$ cat src/design/hfr_regs.vh
// Constants for the host buffered-port receive block
`ifndef HFR_REGS_VH
`define HFR_REGS_VH
`define HFR_CLK_HZ 10000000
`define HFR_IFG_NS 960
`define HFR_IFG_CYC ((`HFR_IFG_NS * (`HFR_CLK_HZ / 1000000)) / 1000)
`define HFR_DEB_DEFAULT 8'h03
`define HFR_DEB_W 8
`define HFR_LEN_W 16
`define HFR_MODE_NONE 3'h0
`define HFR_MODE_MII 3'h1
`define HFR_MODE_RMII 3'h2
`define HFR_MODE_USB 3'h3
`define HFR_STRAP_MII 3'h4
`define HFR_STRAP_RMII 3'h5
`define HFR_STRAP_USB 3'h0
`endif

$ cat src/design/hfr_rx_port.v
// Receive half of the byte-wide buffered host port with strap decode
`timescale 1ns/1ns
`include "hfr_regs.vh"
module hfr_rx_port (
    input wire clk,                         // 10 MHz system clock
    input wire sys_rst,                     // Synchronous reset, high
    input wire host_ref_clock,              // Host reference clock pin
    input wire host_read_strobe_n,          // Read strobe pin
    input wire host_write_strobe_n,         // Write strobe pin
    input wire port_select_n,               // Chip select pin
    input wire tx_session_enable,           // Host transmit session pin
    input wire [7:0] host_byte_bus_in,      // Data bus input level
    output reg [7:0] host_byte_bus_out,     // Data bus drive value
    output wire host_byte_bus_oe_n,         // Bus enable, low drives
    output reg rx_frame_valid,              // Frame ready for host
    output reg tx_in_progress,              // Transmit session running
    input wire [`HFR_DEB_W-1:0] deb_count,  // Debounce length, ref periods
    input wire frame_ready,                 // Demodulator has a frame
    input wire [`HFR_LEN_W-1:0] frame_len,  // Payload length of that frame
    input wire [7:0] frame_byte,            // Payload byte at frame_idx
    output reg [`HFR_LEN_W-1:0] frame_idx,  // Payload byte index
    output reg frame_done,                  // Pulse: frame fully read
    output reg [7:0] tx_byte,               // Written byte
    output reg tx_byte_valid,               // Pulse with tx_byte
    input wire tx_busy,                     // Transmitter still draining
    input wire [2:0] strap_pins,            // Interface straps 1st..3rd
    output reg [2:0] ul_mode                // Selected upper-layer mode
);
    // One-hot sequencer states
    localparam ST_IDLE = 3'b001;
    localparam ST_GAP = 3'b010;
    localparam ST_SEND = 3'b100;
    // Gap length in system clocks, rounded down from the nominal time;
    // the idle cycle and the valid register make up the fraction
    localparam [31:0] IFG_FULL = `HFR_IFG_CYC;
    localparam [9:0] IFG_CYC = IFG_FULL[9:0];

    reg [2:0] state_r;
    reg [9:0] gap_r;
    reg [`HFR_LEN_W+1:0] pos_r;
    reg [1:0] sel_sync_r;
    reg [1:0] txen_sync_r;
    reg [2:0] strap_s1_r;
    reg [2:0] strap_s2_r;
    reg [7:0] din_s1_r;
    reg [7:0] din_s2_r;
    reg strap_taken_r;
    reg [1:0] strap_wait_r;
    // Debounced release pulses of the two strobes
    wire rd_rise;
    wire wr_rise;
    wire [`HFR_LEN_W+1:0] total;

    // Map strap levels to an interface mode
    function [2:0] strap_mode;
        input [2:0] s;
        begin
            case (s)
                `HFR_STRAP_MII: strap_mode = `HFR_MODE_MII;
                `HFR_STRAP_RMII: strap_mode = `HFR_MODE_RMII;
                `HFR_STRAP_USB: strap_mode = `HFR_MODE_USB;
                default: strap_mode = `HFR_MODE_NONE;
            endcase
        end
    endfunction

    hfr_strobe_deb u_rd (
        .clk(clk),
        .sys_rst(sys_rst),
        .host_ref_clock(host_ref_clock),
        .strobe_n(host_read_strobe_n),
        .deb_count(deb_count),
        .level_r(),
        .rise_r(rd_rise)
    );

    hfr_strobe_deb u_wr (
        .clk(clk),
        .sys_rst(sys_rst),
        .host_ref_clock(host_ref_clock),
        .strobe_n(host_write_strobe_n),
        .deb_count(deb_count),
        .level_r(),
        .rise_r(wr_rise)
    );

    // Pin synchronisers for select, enable, straps and write data
    // Write data needs no gray code: the host holds it steady across the
    // whole debounce window, so both stages settle before it is used
    always @(posedge clk) begin
        if (sys_rst) begin
            sel_sync_r <= 2'b11;
            txen_sync_r <= 2'b00;
            strap_s1_r <= 3'h7;
            strap_s2_r <= 3'h7;
            din_s1_r <= 8'h00;
            din_s2_r <= 8'h00;
        end else begin
            sel_sync_r <= {sel_sync_r[0], port_select_n};
            txen_sync_r <= {txen_sync_r[0], tx_session_enable};
            strap_s1_r <= strap_pins;
            strap_s2_r <= strap_s1_r;
            din_s1_r <= host_byte_bus_in;
            din_s2_r <= din_s1_r;
        end
    end

    // Straps caught once after reset release, then held. The
    // synchroniser is set to 3'h7 by reset, so wait two clocks for the
    // pin level to reach its second stage before taking it; taking
    // it at once would latch the reset filler instead of the straps
    always @(posedge clk) begin
        if (sys_rst) begin
            strap_taken_r <= 1'b0;
            strap_wait_r <= 2'b00;
            ul_mode <= `HFR_MODE_NONE;
        end else if (!strap_taken_r) begin
            if (strap_wait_r == 2'b10) begin
                strap_taken_r <= 1'b1;
                ul_mode <= strap_mode(strap_s2_r);
            end else begin
                strap_wait_r <= strap_wait_r + 2'b01;
            end
        end
    end

    // Drive the bus only while select and read are low at the pins;
    // combinational so release is immediate and never fights the host
    assign host_byte_bus_oe_n = port_select_n | host_read_strobe_n;

    // Transmit session: busy follows enable while no frame is valid and lasts until drained
    // A write counts only inside a session with the select low
    always @(posedge clk) begin
        if (sys_rst) begin
            tx_in_progress <= 1'b0;
            tx_byte <= 8'h00;
            tx_byte_valid <= 1'b0;
        end else begin
            tx_byte_valid <= 1'b0;
            if (txen_sync_r[1] && !rx_frame_valid) begin
                tx_in_progress <= 1'b1;
            end else if (!txen_sync_r[1] && !tx_busy) begin
                tx_in_progress <= 1'b0;
            end
            if (wr_rise && txen_sync_r[1] && !sel_sync_r[1]) begin
                tx_byte <= din_s2_r;
                tx_byte_valid <= 1'b1;
            end
        end
    end

    // Position in the frame as the host sees it: 1 while the length
    // high byte stands, 2 for the low byte, then one per payload byte.
    // The read that finds the last position ends the frame.
    assign total = {2'b00, frame_len} + 18'h0_0002;

    // Receive sequencer: gap, then length bytes, then payload
    always @(posedge clk) begin
        if (sys_rst) begin
            state_r <= ST_IDLE;
            gap_r <= 10'h000;
            pos_r <= 18'h0_0000;
            rx_frame_valid <= 1'b0;
            host_byte_bus_out <= 8'h00;
            frame_idx <= 16'h0000;
            frame_done <= 1'b0;
        end else begin
            frame_done <= 1'b0;
            case (state_r)
                ST_IDLE: begin
                    gap_r <= 10'h000;
                    // Ignore the request in the cycle of the done pulse:
                    // a source that drops it on done has not yet done so
                    if (frame_ready && !frame_done) begin
                        state_r <= ST_GAP;
                    end
                end
                ST_GAP: begin
                    // Any transmit activity restarts the gap
                    if (tx_in_progress || txen_sync_r[1]) begin
                        gap_r <= 10'h000;
                    end else if (gap_r + 10'h001 < IFG_CYC) begin
                        gap_r <= gap_r + 10'h001;
                    end else begin
                        state_r <= ST_SEND;
                        rx_frame_valid <= 1'b1;
                        pos_r <= 18'h0_0001;
                        host_byte_bus_out <= frame_len[15:8];
                        frame_idx <= 16'h0000;
                    end
                end
                ST_SEND: begin
                    if (rd_rise && !sel_sync_r[1]) begin
                        if (pos_r == total) begin
                            rx_frame_valid <= 1'b0;
                            frame_done <= 1'b1;
                            state_r <= ST_IDLE;
                        end else if (pos_r == 18'h0_0001) begin
                            host_byte_bus_out <= frame_len[7:0];
                            pos_r <= pos_r + 18'h0_0001;
                        end else begin
                            host_byte_bus_out <= frame_byte;
                            frame_idx <= frame_idx + 16'h0001;
                            pos_r <= pos_r + 18'h0_0001;
                        end
                    end
                end
                default: begin
                    state_r <= ST_IDLE;
                    rx_frame_valid <= 1'b0;
                end
            endcase
        end
    end
endmodule

$ cat src/design/hfr_strobe_deb.v
// Link-clock edge detector and strobe debouncer
`timescale 1ns/1ns
`include "hfr_regs.vh"
module hfr_strobe_deb (
    input wire clk,                         // System clock
    input wire sys_rst,                     // Synchronous reset
    input wire host_ref_clock,              // Host reference clock pin
    input wire strobe_n,                    // Raw strobe pin, active low
    input wire [`HFR_DEB_W-1:0] deb_count,  // Debounce length, ref periods
    output reg level_r,                     // Debounced strobe level, 1 = low
    output reg rise_r                       // Pulse on debounced release
);
    reg [1:0] ck_sync_r;
    reg [1:0] st_sync_r;
    reg ck_prev_r;
    reg cand_r;
    reg [`HFR_DEB_W-1:0] cnt_r;
    wire ck_edge;

    // Two-flop synchronisers; only the second stage is read by logic
    always @(posedge clk) begin
        if (sys_rst) begin
            ck_sync_r <= 2'b00;
            st_sync_r <= 2'b11;
        end else begin
            ck_sync_r <= {ck_sync_r[0], host_ref_clock};
            st_sync_r <= {st_sync_r[0], strobe_n};
        end
    end

    assign ck_edge = ck_sync_r[1] & ~ck_prev_r;

    // Level must stay put for deb_count reference edges before it counts
    always @(posedge clk) begin
        if (sys_rst) begin
            ck_prev_r <= 1'b0;
            cand_r <= 1'b0;
            cnt_r <= 8'h00;
            level_r <= 1'b0;
            rise_r <= 1'b0;
        end else begin
            ck_prev_r <= ck_sync_r[1];
            rise_r <= 1'b0;
            if (ck_edge) begin
                if (~st_sync_r[1] != cand_r) begin
                    cand_r <= ~st_sync_r[1];
                    cnt_r <= 8'h01;
                end else if (cnt_r < deb_count) begin
                    cnt_r <= cnt_r + 8'h01;
                end else if (level_r != cand_r) begin
                    level_r <= cand_r;
                    rise_r <= level_r & ~cand_r;
                end
            end
        end
    end
endmodule

$ cat config.mk
export PLATFORM = sky130hd
export DESIGN_NAME = hfr_rx_port
export DESIGN_NICKNAME = d
export VERILOG_FILES = /design/src/design/hfr_rx_port.v /design/src/design/hfr_strobe_deb.v
export VERILOG_INCLUDE_DIRS = /design/src /design/src/design
export SDC_FILE = /design/constraint.sdc
export NUM_CORES = 1
export LEC_CHECK = 0
export BUFFER_PORTS_ARGS = -buffer_cell sky130_fd_sc_hd__clkbuf_2
export CORE_MARGIN = 2
export CORE_UTILIZATION = 55
export DETAILED_ROUTE_END_ITERATION = 16
export PLACE_DENSITY = 0.84
export SLEW_MARGIN = 20
export SYNTH_ARGS = -nofsm -noshare
export SYNTH_HDL_FRONTEND = slang
export SYNTH_SLANG_ARGS = --single-unit
$ cat constraint.sdc
create_clock -name clk -period 5.04 [get_ports clk]
set_input_delay 0.504 -clock clk [delete_from_list [all_inputs] [get_ports clk]]
set_output_delay 0.504 -clock clk [all_outputs]
set_load 0.01 [all_outputs]
==> impl_metrics.ini, run 1 <==
[route]
wire_per_inst_um = 15.13
vias = 5847
wl_um = 14880
drtAntennaViolNets = 0
firstDrtPassIters = 5
drc = 0
drtIter0Drc = 492
routed_via_density = 5.942

[clock_tree]
cts.clk_slew.worst_paths_ns = 0.06
cts-root-buf = clkbuf_16
cts_made_buffers = 17
numClockSinks = 127
clk-insertion-delay-late_ns = 0.41
hold_buffers = 0
cts_htree_levels = 4
cts_resized = 0
clock_path_buffers = 2
cts_setup_buffers = 0
cts_tree = yes

[timing]
timing.fmax_mhz = 314.7
fin_setup_tns_ns = 0
rsz0062_at_grt = no
fin_crit_sh_pct = 63.05
slew-limit-headroom_pct = 50.05
setup_viol = 0
whs_ns = 0.2687
final_max_slew_viol_count = 0
worstMarginPinSlew_ns = 0.7492
fin_worst_skew_ns = 0.007481
final_hold_viol_count = 0
fin_ws_ns = 1.863
fin_crit_ns = 3.177

[power_and_ir_drop]
swShare_pct = 24.44
pwr-share-comb_pct = 7.4
leakagePower_nw = 3.215
powerDensity_mw_per_mm2 = 318.5
finalPower_mw = 2.386
p_sw_uw = 583.1
ir_drop_mv = 0.2389
power.clock.fraction_pct = 48.6
power_frac_seq_pct = 43.9
intPower_mw = 1.802

[global_routing]
grt_pass1_wl_um = 24880
antenna_found_initial = 0
grt_pass1_vias = 5449
track_usage_pct = 24.03
grt_start_max_net_pins = 55
grt_remaining_overflow = 0

[yosys]
yosysUniqueCellTypes = 61
synth_edf_count = 0
avgSynthCellArea_um2 = 8.562
synthArstFlopShare_pct = 0
yosys_warnings = 0
netlist_instances = 746
ys_ff_latch = 127
syn_area_mm2 = 0.006387
synth_top_flop_cell = dfxtp_1
ys_seq_area_share_pct = 39.80
synth_nets = 822

[critical_path]
slowest_delay_ns = 0.71
worst-path-buf-inv = 0
crit_required_ns = 5.40
path_class = reg -> reg
cp_max_fo = 20
worst_path_max_delay_cell = or3b_2
cp_data_arrival_time_ns = 3.54
worstPathCellList = or3b_2, nor2_1, nand2_1, nor2_1, nand2_1, o31ai_1, a21o_1
start_kind = register
end_kind = register
worst_path_dominant_cell_family = simple AND/OR/NAND/NOR gates

[finish]
final_cells = 984
final_nets = 904
num_antenna_cells = 0
reg_top3 = pos_r (18), frame_idx (16), gap_r (10)
layout-drive-gt1-share_pct = 18.79
largest_register_ffs = 18
area_growth_pct = 17.28
regMostFlops = pos_r

[placed_design]
dp_slack_ns = 1.747
io_buffers = 90
dp.cells = 952
place_congestion = 0.9180
hpwlAfterDp_um = 10340

[die]
rows = 39
core_mm2 = 0.01137
start_util_pct = 56.18
die-area_mm2 = 0.01249
pin_count = 92
die_h_um = 111.8
die_x_um = 111.8

[worst_hold_path]
hold_class = in -> reg

[status]
outcome = complete, no violations

[flow_run]
cap_viol_max_count = 0
## area by class of cell
| type | instances | area (um2) |
|---|---|---|
| Tap cell | 143 | 178.9 |
| Clock inverter | 14 | 131.4 |
| Fill cell | 932 | 3879 |
| Timing Repair Buffer | 95 | 488.0 |
| Sequential cell | 127 | 2542 |
| Inverter | 24 | 90.09 |
| Multi-Input combinational cell | 563 | 3621 |
| Clock buffer | 18 | 439.2 |
## power groups by stage
stage               Sequential (mW)  Clock [mW]  Combinational (mW)
floorplan                      1.06           0               0.120
global placement               1.07           0               0.169
detailed placement             1.07           0               0.174
CTS                            1.05        1.18               0.177
global route                   1.05        1.22               0.198
finish                         1.05        1.16               0.177
## worst register-to-register path, stage by stage (launching register included)
cell	delay, ns
dfxtp_1	0.41
or3b_2	0.72
nor2_1	0.64
nand2_1	0.26
nor2_1	0.35
nand2_1	0.31
o31ai_1	0.33
a21o_1	0.11
## cell usage in the layout (no fill, tap or decap), types with 3 or more instances in the layout
cell / instances
a211o_1: 11
a211oi_1: 5
a21o_1: 16
a21oi_1: 63
a31o_2: 3
a31oi_1: 7
and2_1: 14
and3_1: 24
and4_1: 3
buf_4: 5
clkbuf_16: 17
clkbuf_2: 90
clkinv_2: 3
clkinvlp_4: 3
dfxtp_1: 127
ha_1: 24
inv_1: 24
inv_6: 4
mux2i_1: 20
nand2_1: 45
nand2b_1: 10
nand3_1: 38
nand3b_1: 8
nand4_1: 14
nand4b_1: 4
nor2_1: 55
nor2b_1: 23
nor3_1: 16
nor4_1: 11
o211ai_1: 7
o21ai_0: 39
o31ai_1: 12
or2_2: 17
or3_1: 13
or4_1: 9
xnor2_1: 13
xor2_1: 10
## Yosys cell counts, types with 2 or more instances
library cell / number / area [um2]
and4_1: 3 / 26.28
xnor2_1: 13 / 113.9
buf_6: 2 / 22.52
a31oi_1: 7 / 43.79
nor4b_1: 2 / 17.52
o21ai_0: 39 / 195.2
inv_1: 24 / 90.09
nand4b_1: 4 / 35.03
nor4_1: 11 / 68.82
a211oi_1: 5 / 37.54
nand3_1: 38 / 190.2
mux2i_1: 20 / 200.2
a41o_1: 2 / 20.02
or4_1: 9 / 67.56
buf_1: 5 / 18.77
nand3b_1: 8 / 60.06
nor2_1: 55 / 206.5
a21o_1: 16 / 120.1
ha_1: 24 / 300.3
or2_2: 17 / 106.4
and3_1: 24 / 150.1
a31o_2: 3 / 26.28
a41oi_1: 2 / 17.52
nand2b_1: 10 / 62.56
nand4_2: 2 / 25.02
nand4_1: 14 / 87.58
o211ai_1: 7 / 52.55
nor2b_1: 23 / 143.9
or3_1: 13 / 81.33
a21oi_1: 63 / 315.3
dfxtp_1: 127 / 2542
nor3_1: 16 / 80.08
a211o_1: 11 / 96.34
o31ai_1: 12 / 90.09
xor2_1: 10 / 87.58
clkbuf_1: 19 / 71.32
buf_2: 5 / 25.02
nand2_1: 45 / 168.9
and2_1: 14 / 87.58
## routing by layer
metal | vias up | part of all wire, % | track usage [%] | wire length, um
li1 | 2875 | - | - | -
met1 | 2706 | 43 | 29.04 | 6417
met2 | 226 | 47 | 39.31 | 6935
met3 | 40 | 7.5 | 7.295 | 1112
met4 | 0 | 2.8 | 11.19 | 418
met5 | - | 0 | 0 | 0
## metrics by stage
| step | instance area [um2] | utilization, % |
|---|---|---|
| final | 7491 | 65.89 |
| after global routing | 7491 | 65.89 |
| after CTS | 7485 | 65.83 |
| after detailed placement | 6914 | 60.81 |
| after global placement | 6914 | 60.81 |
| after floorplan | 6387 | - |
## final timing paths
| kind | startpoint | endpoint | slack [ns] | depth (start not counted) |
|---|---|---|---|---|
| max | state_r[2] | frame_idx[5] | 1.86 | 7 |
| min reg2reg | strap_s1_r[0] | strap_s2_r[0] | 0.41 | 1 |
| max reg2reg | state_r[2] | frame_idx[5] | 1.86 | 7 |
| min | strap_pins[0] | strap_s1_r[0] | 0.27 | 2 |
## cells by family (layout without fill, tap and decap cells)
kind of cell / Yosys count / in the layout / share of synthesized area [%]
and+or+nand+nor: 316 / 316 / 27.42
buffers and inverters: 56 / 151 / 3.683
xor gates and xnor gates: 23 / 23 / 3.154
adders and majority gates: 24 / 24 / 4.701
muxes: 20 / 20 / 3.134
other: 1 / 1 / 0.05871
DFF: 127 / 127 / 39.80
AOI/OAI and AO/OA: 179 / 179 / 18.04
No activity file was read; power rests on OpenSTA's default activity.
==> inputs of run 2 (changes only) <==
==> constraint.sdc (replaced) <==
create_clock -name clk -period 3.1 [get_ports clk]
set_input_delay 0.31 -clock clk [delete_from_list [all_inputs] [get_ports clk]]
set_output_delay 0.31 -clock clk [all_outputs]
set_load 0.01 [all_outputs]
==> impl_metrics.ini, run 2 (same netlist as run 1, synthesis figures left out) <==
[worst_hold_path]
hold_class = in -> reg
worstHoldStart = strap_pins[0]

[die]
die-area_mm2 = 0.01249
die_h_um = 111.8
start_util_pct = 56.18
die_x_um = 111.8
pin_count = 92
core_mm2 = 0.01137
rows = 39

[status]
outcome = complete, no violations

[route]
wl_um = 15090
firstDrtPassIters = 5
drc = 0
vias = 5897
routed_via_density = 5.939
drtIter0Drc = 434
wire_per_inst_um = 15.19
drtAntennaViolNets = 0

[finish]
layout_common_cells = dfxtp_1 (127), clkbuf_2 (90), a21oi_1 (63), nor2_1 (55), nand2_1 (45)
reg_top3 = pos_r (18), frame_idx (16), gap_r (10)
largest_register_ffs = 18
fin_util_pct = 66.29
layout_commonest_cell = dfxtp_1
regMostFlops = pos_r
final_area_mm2 = 0.007537
layout-drive-gt1-share_pct = 19.65
fillers = 936
area_growth_pct = 18.00
final_cells = 993
num_antenna_cells = 0
final_nets = 914

[critical_path]
worst_path_max_delay_cell = or3b_2
slowest_delay_ns = 0.48
path_class = reg -> reg
worstPathCellList = or3b_2, buf_4, nor2_1, nand2_1, nor2_1, nand2_1, o31ai_1, a21o_1
start_kind = register
cp_data_arrival_time_ns = 3.03
critical_path.startpoint = state_r[2]
ff2ff_setup_slack_ns = 0.42
crit_required_ns = 3.45
r2r_start = state_r[2]
end_kind = register
cp_max_fo = 19
worst_path_dominant_cell_family = simple AND/OR/NAND/NOR gates
worst-path-buf-inv = 1

[clock_tree]
cts_tree = yes
cts_setup_buffers = 0
cts-root-buf = clkbuf_16
clock_path_buffers = 2
hold_buffers = 0
cts_resized = 0
cts_htree_levels = 4
clk-insertion-delay-late_ns = 0.41
numClockSinks = 127
cts_made_buffers = 17
cts.clk_slew.worst_paths_ns = 0.06

[power_and_ir_drop]
ir_drop_mv = 0.4768
finalPower_mw = 3.778
powerDensity_mw_per_mm2 = 501.3
leakagePower_nw = 3.245

[placed_design]
dp_slack_ns = 0.1653
io_buffers = 90
dp.cells = 962
place_congestion = 0.9176
hpwlAfterDp_um = 10600
placed_area_mm2 = 0.007002

[timing]
slew-limit-headroom_pct = 51.37
fin_ws_ns = 0.4231
setup_viol = 0
fin_crit_sh_pct = 86.35
timing.fmax_mhz = 373.6
fin_crit_ns = 2.677
fin_worst_skew_ns = 0.006828
final_max_slew_viol_count = 0
final_hold_viol_count = 0
whs_ns = 0.07987
fin_setup_tns_ns = 0
worstMarginPinSlew_ns = 0.7268
rsz0062_at_grt = no

[global_routing]
grt_pass1_vias = 5533
top_usage_layer = met2
grt_pass1_wl_um = 25300
track_usage_pct = 24.23
antenna_found_initial = 0
grt_start_max_net_pins = 77
use_met3_pct = 7.022
grtUsageMet1_pct = 30.69
grt_remaining_overflow = 0
use_met2_pct = 39.52

[flow_run]
cap_viol_max_count = 0
run 2: metal layers:
layer | routed length (um) | share of wire (%) | up-vias
met4 | 287 | 1.9 | 0
li1 | - | - | 2901
met5 | 0 | 0 | -
met3 | 1099 | 7.3 | 29
met1 | 6599 | 44 | 2736
met2 | 7100 | 47 | 231
run 2: worst paths after layout:
check / depth (start not counted) / to
min reg2reg: 1 / strap_s2_r[2]
max reg2reg: 8 / frame_idx[3]
min: 2 / strap_s1_r[0]
max: 8 / frame_idx[3]
run 2: where the power goes:
| part | internal, mW | switching, mW |
|---|---|---|
| clock network | 1.03 | 0.757 |
| registers | 1.68 | 0.0274 |
| logic | 0.120 | 0.169 |
run 2: area by class of cell:
class | count | area, um2 | share of cell area (%)
Clock inverter | 14 | 110.1 | 1.461
Tap cell | 143 | 178.9 | 2.374
Clock buffer | 17 | 425.4 | 5.644
Sequential cell | 127 | 2542 | 33.73
Multi-Input combinational cell | 563 | 3615 | 47.96
Timing Repair Buffer | 105 | 575.6 | 7.636
Inverter | 24 | 90.09 | 1.195
run 2: worst reg2reg max path: cells and delay by family, from the launching register on:
kind / cells / cell delay (ns)
flip-flops: 1 / 0.40
AO/OA/AOI/OAI: 2 / 0.45
AND/OR/NAND/NOR: 5 / 1.53
buffers and inverters: 1 / 0.23
